==> src/include/asb_pkg.sv <==
// Purpose: Shared constants and types for the arithmetic shift and conditional branch unit
// Assumes: Single 125 MHz core clock, instructions presented as two bytes
// Notes: Register map is a small control/status window on Avalon-MM
// Behaviour
// - Left shift zero-fills, msb goes to carry
// - Any sign change sets overflow, stays set
// - Left shift clears overflow if sign never changed
// - Left shift updates carry, overflow, sign, zero
// - Base 4 (dword 6) clocks plus half count
// - Size field 00 byte, 10 word, 11 dword
// - Right shift: low bit to carry, sign refill
// - Zero count leaves operand unshifted
// - Register count uses low five bits only
// - Register count truncated; immediate counted down to zero
// - Immediate count four bits, five for dword
// - Count register left unchanged
// - Right shift keeps overflow unchanged
// - PC plus two, taken adds twice displacement
// - Target within +254/-256, word aligned
// - Carry-clear branch taken when carry zero
// - Carry-set branch taken when carry one
// - Zero branch taken when zero flag one
// - Above-unsigned taken when zero and carry both clear
// - Signed ge taken when sign xor overflow zero
// - Signed gt: (zero or sign) xor overflow clear
// - Branch six clocks taken, three not; flags kept
package asb_pkg;
  localparam int CLK_PERIOD_NS = 8;
  // Register byte offsets
  localparam logic [3:0] OFS_CTRL = 4'h0;
  localparam logic [3:0] OFS_INSN = 4'h4;
  localparam logic [3:0] OFS_OPND = 4'h8;
  localparam logic [3:0] OFS_CNT = 4'hC;
  localparam logic [3:0] OFS_STAT = 4'h0;
  // Control and status register bit positions
  localparam int CTRL_GO_BIT = 0;
  localparam int STAT_BUSY_BIT = 0;
  localparam int STAT_TAKEN_BIT = 1;
  // Flag order inside the flag field
  localparam int FLG_C = 0;
  localparam int FLG_V = 1;
  localparam int FLG_N = 2;
  localparam int FLG_Z = 3;
  // Opcode patterns
  localparam logic [3:0] OP_SHIFT_REG = 4'hC;
  localparam logic [3:0] OP_SHIFT_IMM = 4'hD;
  localparam logic [3:0] OP_BRANCH = 4'hF;
  localparam logic [1:0] SHIFT_LEFT_LOW = 2'h1;
  localparam logic [1:0] SHIFT_RIGHT_LOW = 2'h2;
  localparam logic [1:0] SZ_BYTE = 2'h0;
  localparam logic [1:0] SZ_WORD = 2'h2;
  localparam logic [1:0] SZ_DWORD = 2'h3;
  localparam logic [3:0] BR_CARRY_CLEAR = 4'h0;
  localparam logic [3:0] BR_CARRY_SET = 4'h1;
  localparam logic [3:0] BR_ZERO = 4'h3;
  localparam logic [3:0] BR_ABOVE_UNS = 4'h8;
  localparam logic [3:0] BR_SIGNED_GE = 4'hA;
  localparam logic [3:0] BR_SIGNED_GT = 4'hC;
  // Cycle counts
  localparam logic [5:0] CYC_SHIFT_BASE = 6'h04;
  localparam logic [5:0] CYC_SHIFT_DW_BASE = 6'h06;
  localparam logic [5:0] CYC_BR_TAKEN = 6'h06;
  localparam logic [5:0] CYC_BR_NOT = 6'h03;
  localparam logic [23:0] PC_STEP = 24'h000002;
  localparam logic [31:0] RESET_OPND = 32'h0000_0000;
  localparam logic [23:0] RESET_PC = 24'h000000;
  typedef enum logic [1:0] {ST_IDLE, ST_SHIFT, ST_WAIT} asb_state_t;
  // Carry in bit 0, in step with the FLG_ positions
  typedef struct packed {
    logic z;
    logic n;
    logic v;
    logic c;
  } asb_flags_t;
  typedef struct packed {
    logic [31:0] readdata;
    logic waitrequest;
  } asb_bus_out_t;
endpackage

==> src/core/asb_unit.sv <==
// Purpose: Executes arithmetic shifts and conditional relative branches
// Assumes: Software loads instruction, operand, count register and PC, then sets go
// Notes: Avalon-MM slave; every access is answered after one wait state
`timescale 1ns/1ps
module asb_unit
  import asb_pkg::*;
(
  // Clock and reset
  input wire logic sys_clk,
  input wire logic nrst,
  // Avalon-MM slave
  input wire logic [3:0] avs_address,
  input wire logic avs_read,
  input wire logic avs_write,
  input wire logic [31:0] avs_writedata,
  input wire logic [3:0] avs_byteenable,
  output logic [31:0] avs_readdata,
  output logic avs_waitrequest,
  // Execution status
  output logic busy,
  output logic done
);
  typedef struct packed {
    asb_state_t st;
    logic [15:0] insn;
    logic [31:0] opnd;
    logic [31:0] cnt_reg;
    logic [23:0] pc;
    asb_flags_t flags;
    logic [4:0] steps;
    logic [5:0] cycles;
    logic vsticky;
    logic taken;
    logic [31:0] readdata;
    logic waitreq;
    logic busy;
    logic done;
  } asb_regs_t;

  asb_regs_t r;
  asb_regs_t next_r;

  logic [1:0] size;
  logic left;
  logic is_shift;
  logic is_branch;
  logic [31:0] step_res;
  logic step_c;
  logic step_sc;
  logic br_taken;
  logic [31:0] step2_res;
  logic step2_c;
  logic step2_sc;
  logic [4:0] remaining;
  logic [31:0] picked;
  logic [4:0] count;
  logic [31:0] masked;
  logic [7:0] disp;

  assign size = r.insn[11:10];
  assign left = (r.insn[9:8] == SHIFT_LEFT_LOW);
  assign is_shift = (r.insn[15:12] == OP_SHIFT_REG) || (r.insn[15:12] == OP_SHIFT_IMM);
  assign is_branch = (r.insn[15:12] == OP_BRANCH);
  assign disp = r.insn[7:0];

  asb_shift_step u_step (
    .val(r.opnd),
    .size(size),
    .left(left),
    .res(step_res),
    .cout(step_c),
    .sign_chg(step_sc)
  );

  // Second stage retires a second bit each clock, so long shifts stay inside the cycle budget
  asb_shift_step u_step2 (
    .val(step_res),
    .size(size),
    .left(left),
    .res(step2_res),
    .cout(step2_c),
    .sign_chg(step2_sc)
  );

  asb_branch_cond u_cond (
    .cond(r.insn[11:8]),
    .flags(r.flags),
    .taken(br_taken),
    .known()
  );

  always_comb begin
    // Count source: register uses low five bits only, immediate width follows size
    if (r.insn[15:12] == OP_SHIFT_REG) begin
      count = r.cnt_reg[4:0];
    end else if (size == SZ_DWORD) begin
      count = r.insn[4:0];
    end else begin
      count = {1'b0, r.insn[3:0]};
    end
    remaining = count - r.steps;
    picked = (remaining == 5'h01) ? step_res : step2_res;
    case (size)
      SZ_BYTE: masked = {24'h000000, picked[7:0]};
      SZ_WORD: masked = {16'h0000, picked[15:0]};
      default: masked = picked;
    endcase
  end

  always_comb begin
    next_r = r;
    next_r.done = 1'b0;
    next_r.waitreq = 1'b1;
    // One wait state on every access lets waitrequest come straight from a register
    if ((avs_read || avs_write) && r.waitreq) begin
      next_r.waitreq = 1'b0;
      if (avs_read) begin
        case (avs_address)
          OFS_STAT: next_r.readdata = {12'h000, r.flags, 14'h0, r.taken, r.busy};
          OFS_INSN: next_r.readdata = {8'h00, r.pc};
          OFS_OPND: next_r.readdata = r.opnd;
          OFS_CNT: next_r.readdata = r.cnt_reg;
          default: next_r.readdata = 32'h0000_0000;
        endcase
      end
    end
    // Writes land at the answering edge and are ignored while an instruction runs
    if (avs_write && !r.waitreq && !r.busy) begin
      case (avs_address)
        OFS_CTRL: begin
          if (avs_writedata[CTRL_GO_BIT]) begin
            next_r.busy = 1'b1;
            next_r.st = ST_SHIFT;
            next_r.steps = 5'h00;
            next_r.vsticky = 1'b0;
            next_r.cycles = 6'h00;
          end
          if (avs_byteenable[2]) begin
            next_r.flags = avs_writedata[19:16];
          end
        end
        OFS_INSN: begin
          if (avs_byteenable[0]) next_r.insn[7:0] = avs_writedata[7:0];
          if (avs_byteenable[1]) next_r.insn[15:8] = avs_writedata[15:8];
          if (avs_byteenable[2]) next_r.pc[7:0] = avs_writedata[23:16];
          if (avs_byteenable[3]) next_r.pc[15:8] = avs_writedata[31:24];
        end
        OFS_OPND: next_r.opnd = avs_writedata;
        OFS_CNT: next_r.cnt_reg = avs_writedata;
        default: ;
      endcase
    end
    case (r.st)
      ST_IDLE: ;
      ST_SHIFT: begin
        next_r.cycles = r.cycles + 6'h01;
        if (is_branch) begin
          next_r.pc = r.pc + PC_STEP;
          next_r.taken = br_taken;
          if (br_taken) begin
            // Target spans +254 to -256 bytes, forced to a word boundary
            next_r.pc = (r.pc + PC_STEP + {{15{disp[7]}}, disp, 1'b0}) & 24'hFFFFFE;
          end
          next_r.st = ST_WAIT;
        end else if (is_shift && (r.steps != count)) begin
          // Two bits per clock, one when a single bit is left
          next_r.opnd = masked;
          if (remaining == 5'h01) begin
            next_r.flags.c = step_c;
            next_r.vsticky = r.vsticky | step_sc;
            next_r.steps = r.steps + 5'h01;
          end else begin
            next_r.flags.c = step2_c;
            next_r.vsticky = r.vsticky | step_sc | step2_sc;
            next_r.steps = r.steps + 5'h02;
          end
        end else begin
          if (is_shift) begin
            // Zero count leaves operand alone but still refreshes N and Z
            if (left) next_r.flags.v = r.vsticky;
            case (size)
              SZ_BYTE: next_r.flags.n = r.opnd[7];
              SZ_WORD: next_r.flags.n = r.opnd[15];
              default: next_r.flags.n = r.opnd[31];
            endcase
            next_r.flags.z = (r.opnd == 32'h0000_0000);
            if (count == 5'h00) next_r.flags.c = r.flags.c;
          end
          next_r.st = ST_WAIT;
        end
      end
      ST_WAIT: begin
        next_r.cycles = r.cycles + 6'h01;
        // Total cost padded out to the documented clocks, flags untouched for branches
        if (r.cycles + 6'h01 >= target_cycles(r.taken)) begin
          next_r.st = ST_IDLE;
          next_r.busy = 1'b0;
          next_r.done = 1'b1;
        end
      end
      default: next_r.st = ST_IDLE;
    endcase
  end

  function automatic logic [5:0] target_cycles(input logic tk);
    logic [5:0] base;
    base = (size == SZ_DWORD) ? CYC_SHIFT_DW_BASE : CYC_SHIFT_BASE;
    if (is_branch) begin
      target_cycles = tk ? CYC_BR_TAKEN : CYC_BR_NOT;
    end else if (!is_shift) begin
      target_cycles = CYC_BR_NOT;
    end else begin
      target_cycles = base + {2'b00, count[4:1]};
    end
  endfunction

  always_ff @(posedge sys_clk or negedge nrst) begin
    if (!nrst) begin
      r <= '0;
      r.st <= ST_IDLE;
      r.opnd <= RESET_OPND;
      r.pc <= RESET_PC;
      r.waitreq <= 1'b1;
    end else begin
      r <= next_r;
    end
  end

  assign avs_readdata = r.readdata;
  assign avs_waitrequest = r.waitreq;
  assign busy = r.busy;
  assign done = r.done;
endmodule // asb_unit

==> src/core/asb_shift_step.sv <==
// Purpose: One bit of arithmetic shift for byte, word or double word
// Assumes: Size code already decoded from the size field
// Notes: Purely combinational; the main unit chains two copies, two steps per cycle
`timescale 1ns/1ps
module asb_shift_step
  import asb_pkg::*;
(
  // Operand in
  input wire logic [31:0] val,
  input wire logic [1:0] size,
  input wire logic left,
  // Result
  output logic [31:0] res,
  output logic cout,
  output logic sign_chg
);
  logic msb_in;
  logic msb_out;
  always_comb begin
    case (size)
      SZ_BYTE: msb_in = val[7];
      SZ_WORD: msb_in = val[15];
      default: msb_in = val[31];
    endcase
    if (left) begin
      res = {val[30:0], 1'b0};
      cout = msb_in;
    end else begin
      res = {1'b0, val[31:1]};
      cout = val[0];
      case (size)
        SZ_BYTE: res[7] = val[7];
        SZ_WORD: res[15] = val[15];
        default: res[31] = val[31];
      endcase
    end
    case (size)
      SZ_BYTE: msb_out = res[7];
      SZ_WORD: msb_out = res[15];
      default: msb_out = res[31];
    endcase
    sign_chg = left & (msb_out ^ msb_in);
  end
endmodule // asb_shift_step

==> src/core/asb_branch_cond.sv <==
// Purpose: Condition evaluation for relative branches
// Assumes: Flags are those left by the last flag-writing instruction
// Notes: Unknown condition codes evaluate as not taken
`timescale 1ns/1ps
module asb_branch_cond
  import asb_pkg::*;
(
  // Condition and flags
  input wire logic [3:0] cond,
  input wire asb_flags_t flags,
  // Decision
  output logic taken,
  output logic known
);
  always_comb begin
    known = 1'b1;
    case (cond)
      BR_CARRY_CLEAR: taken = ~flags.c;
      BR_CARRY_SET: taken = flags.c;
      BR_ZERO: taken = flags.z;
      BR_ABOVE_UNS: taken = ~(flags.z | flags.c);
      BR_SIGNED_GE: taken = ~(flags.n ^ flags.v);
      BR_SIGNED_GT: taken = ~((flags.z | flags.n) ^ flags.v);
      default: begin
        taken = 1'b0;
        known = 1'b0;
      end
    endcase
  end
endmodule // asb_branch_cond

==> config.mk <==
export PLATFORM = sky130hd
export DESIGN_NAME = asb_unit
export DESIGN_NICKNAME = d
export VERILOG_FILES = /design/src/include/asb_pkg.sv /design/src/core/asb_unit.sv /design/src/core/asb_shift_step.sv /design/src/core/asb_branch_cond.sv
export SDC_FILE = /design/constraint.sdc
export NUM_CORES = 1
export LEC_CHECK = 0
export ABC_CLOCK_PERIOD_IN_PS = 5600
export BUFFER_PORTS_ARGS = -buffer_cell sky130_fd_sc_hd__buf_2
export CORE_MARGIN = 3
export CORE_UTILIZATION = 60
export CTS_BUF_LIST = sky130_fd_sc_hd__clkbuf_16
export DETAILED_ROUTE_END_ITERATION = 8
export PLACE_DENSITY = 0.79
export SLEW_MARGIN = 30
export SYNTH_ARGS = -nofsm -noshare
export SYNTH_HDL_FRONTEND = slang
export SYNTH_HIERARCHICAL = 1
export SYNTH_SLANG_ARGS = --single-unit
==> constraint.sdc <==
create_clock -name sys_clk -period 5.6 [get_ports sys_clk]
set_clock_uncertainty 0.15 [all_clocks]
set_input_delay 1.4 -clock sys_clk [delete_from_list [all_inputs] [get_ports sys_clk]]
set_output_delay 1.4 -clock sys_clk [all_outputs]
set_load 0.02 [all_outputs]
======== Yosys cells after proc, flatten, opt, wreduce, memory -nomap -nowiden ========
Cells that the tools add are included.
word-level totals
  register bits ........................... 158
  bits of input ports ..................... 44
  output and inout port bits .............. 35
  logic and storage cells ................. 154
cells by class
  $add $sub $neg .......................... 7
  $lt $le $gt $ge ......................... 1
  equal/unequal tests ..................... 19
  mux-type cells .......................... 69
  bitwise logic cells ..................... 14
  reductions and logical operators ........ 25
operators by type and width
  operator               count
  $mux 32                9
  $pmux 32 s4            1
  $mux 82                1
  $mux 16                4
  $pmux 32 s2            1
  $eq 4x4->1 const B     8
  $logic_not 32->1       1
  $mux 8                 4
  $mux 25                1
  $mux 5                 5
  $add 24x2->24 const B  1
  $add 24x24->24         1
  $mux 24                1
  $mux 1                 19
  $mux 2                 9
  $mux 6                 3
  $mux 12                1
  $mux 9                 1
  $reduce_and 3->1       3
  $logic_not 4->1        2
  $mux 4                 2
  $add 6x1->6 const B    1
  $eq 2x2->1 const B     3
  $ge 6x6->1             1
  27 further kinds       52

======== Logic depth before layout (Yosys ltp) ========
  depth after elaboration ................. 14
  depth in mapped cells ................... 16
  mapped depth without buffers ............ 15

======== Hierarchy ========
Netlist, hierarchy kept.
modules (own cells, without submodules)
  module           times used  cells each  area an instance (µm²)
  asb_unit         1           1039        10050.9
  asb_shift_step   2           55          594.3
  asb_branch_cond  1           15          111.4

======== Worst setup path after synthesis ========
Ideal clock, no wire load.
  path type ............................... register to register
  from .................................... register r[55] (netlist name)
  to ...................................... register r[75] (netlist name)
  setup time .............................. 0.079 ns
  arrival time ............................ 3.143 ns
  data required time ...................... 5.371 ns
  slack ................................... 2.228 ns
  stages on the path, launching flop included .. 14
  buffers on the path ..................... 0
  clock period less this slack ............ 3.372 ns
  cells stage by stage .................... dfrtp_1 > nand3_1 > nor3_2 > nand3_1 > xnor2_1 > ha_1 > a21oi_1 > o21ai_0 > or2_2 > nor2_1 > nor4b_1 > or4_1 > a21oi_1 > xor2_1
between the ends
  cells in the longest elaborated chain, start to end .. 3
RTL lines
  element                 RTL line                          RTL
  from (decl)             asb_unit.sv:40                    asb_regs_t r;
  from (signal assigned)  asb_unit.sv:225                   r <= next_r;
  $add 24x2->24 (*)       asb_unit.sv:158, asb_unit.sv:162
  $add 24x24->24          asb_unit.sv:162                   next_r.pc = (r.pc + PC_STEP + {{15{disp[7]}}, disp, 1'b0}) & 24'hFFFFFE;
  $mux 24 (*)             asb_unit.sv:160                   if (br_taken) begin
Every way passes the cells marked *; elsewhere a longest branch is shown, timed or not.
A chain may end at the register's enable or synchronous reset.

==> metrics.cfg <==
[timing]
timing.final.max_slew_violations=0
finalCritPeriodShare_pct=74.3
layout_min_cycle_time_ns=4.16
grt_setup_unrepaired=no
setup_total_negative_slack_ns=0
setup_viol_count_final=0
finalHoldViolCount=0
fmaxAchievable_ghz=0.240
final.setup.worst_slack_ns=1.44
worst_slew_margin_rel_pct=42.5
worstMarginPinSlew_ns=0.853

[route]
route.detailed.vias_per_inst=6.60
drt_first_pass_iters=8
detailroute.via_count=9362
detail_route.iter0.violations=1234
drt-wirelength-per-cell_um=22.3
post-route-drc-count=0
routed_wl_um=31700
antenna_violating_nets_post_route=0

[critical_path]
critical_path.max_fanout=37
cp_data_required_time_ns=5.75
timing.critical_path.to_type=flip-flop
timing.critical_path.arrival_ns=4.31
setup.worst_path.start_class=flip-flop
worstSetupPathType=flip-flop to flip-flop

[cts]
clock_sink_count=158
clock_latency_ns=0.43
tritoncts=yes
cts_hold_repair.buffers=0
tritoncts.num_buffers=17
root_buffer=sky130_fd_sc_hd__clkbuf_16
worst_setup_hold_path_clk_slew_ns=0.06
cts_max_level=4
cts.repair.resized=0
postCtsSetupBuffers=0
cts_buffer_depth=2

[die]
floorplan.io_pins=79
design.die.area_mm2=0.0206
core_region_area_mm2=0.0183
die_y_um=143
std_cell_rows=49
initial_core_util_pct=62.0
floorplan.die.width_um=143

[place]
place_ws_ns=1.45
dpl.hpwl_um=22900
gp_routability_congestion=0.976
placement.io_buffers=78

[outcome]
outcome=complete, no violations

[synth]
netlist_area_mm2=0.0113
syn_area_per_cell_um2=9.76
synthesis_warnings=6
post_synthesis_net_count=1248
post_synth_inst_count=1161

[final_layout]
register_area_mm2=0.00396
multi_input_area_mm2=0.00672
nNetsFinal=1263
post_route_cells_drive_above_1_share_pct=21.9
antenna_cells_inserted=0
area_delta_synth_final_pct=7.53
postLayoutCoreUtil_pct=66.7
fillers=1436

[hold_path]
hp-class=flip-flop to flip-flop

[power]
vdd_drop_max_uv=245
cellLeakagePower_uw=0.00559
power-per-cell-area_mw_per_mm2=373

[global_routing]
grt.total_usage_pct=30.9
grt_pass1_vias=8877
antenna_found_initial=0
global_route_wire_length_before_repair_um=49700
pin_count_of_the_biggest_net_entering_global_routing=104
gr-total-overflow=0

[run]
drv_cap=0

-- cell usage in the layout (no fill, tap or decap), types with 41 or more instances in the layout --
cell and count:
sky130_fd_sc_hd__dfrtp_1 157, sky130_fd_sc_hd__nand2_1 101, sky130_fd_sc_hd__o21ai_0 85, sky130_fd_sc_hd__mux2i_1 81, sky130_fd_sc_hd__buf_2 77, sky130_fd_sc_hd__mux2_2 73, sky130_fd_sc_hd__a21oi_1 71, sky130_fd_sc_hd__nor2_1 51
sky130_fd_sc_hd__mux2_4 41, sky130_fd_sc_hd__ha_1 41
-- metal layers --
layer | vias up | GRT usage [%] | routed length, um
met4 | 0 | 9.02 | 742
met1 | 4583 | 43.7 | 13800
met5 | - | 0 | 0
met3 | 58 | 6.76 | 2560
met2 | 415 | 48.1 | 14600
li1 | 4306 | - | -
-- critical path, stage by stage, from the launching register on --
cell and delay, ns:
sky130_fd_sc_hd__dfrtp_1 0.47, sky130_fd_sc_hd__nor4bb_4 0.60, sky130_fd_sc_hd__mux2i_1 0.26, sky130_fd_sc_hd__ha_1 0.18, sky130_fd_sc_hd__inv_1 0.05, sky130_fd_sc_hd__fa_1 0.40, sky130_fd_sc_hd__a21o_1 0.17, sky130_fd_sc_hd__a21oi_1 0.16
sky130_fd_sc_hd__xnor3_2 0.33, sky130_fd_sc_hd__nor2_8 0.65, sky130_fd_sc_hd__mux2i_1 0.30, sky130_fd_sc_hd__nor2_1 0.07, sky130_fd_sc_hd__a21oi_1 0.15, sky130_fd_sc_hd__a31oi_1 0.05
-- area by class of cell --
class,count,share of cell area (%)
Multi-Input combinational cell,884,55.2
Clock inverter,15,1.66
Timing Repair Buffer,92,4.14
Sequential cell,158,32.5
Inverter,23,0.709
Tap cell,229,2.35
Clock buffer,17,3.49
-- power breakdown --
group | total [uW] | internal [uW] | switching (uW)
clock | 1260 | 781 | 474
sequential | 1640 | 1340 | 301
combinational | 1650 | 777 | 872
-- state kept, by name, indices dropped and copies added (netlist names) --
register / cells
busy: 1
avs_waitrequest: 1
avs_readdata: 32
r: 115
done: 1
disp: 8
-- per-stage QoR --
| stage | std cells | hold slack (ns) | power (uW) | instance area, um2 |
|---|---|---|---|---|
| 6_report | 1418 | 0.323 | 4550 | 12200 |
| 5_1_grt | 1418 | 0.348 | 4770 | 12200 |
| 4_1_cts | 1418 | 0.329 | 4500 | 12200 |
| 3_5_place_dp | 1386 | 0.316 | 3250 | 11500 |
| 3_3_place_gp | 1386 | 0.306 | 3190 | 11500 |
| 2_1_floorplan | 1161 | 0.292 | 2870 | 11300 |
-- worst paths after layout --
check                            startpoint          endpoint  slack, ns  cells after the start
max                                  r[153]             r[47]       1.44                     13
min                        avs_readdata[18]  avs_readdata[18]       0.32                      2
max reg2reg                          r[153]             r[47]       1.44                     13
min reg2reg                avs_readdata[18]  avs_readdata[18]       0.32                      2
max in group asynchronous              nrst   avs_waitrequest       3.41                      2
min in group asynchronous              nrst            r[150]       0.93                      1
Power figures use the tool's default switching activity.
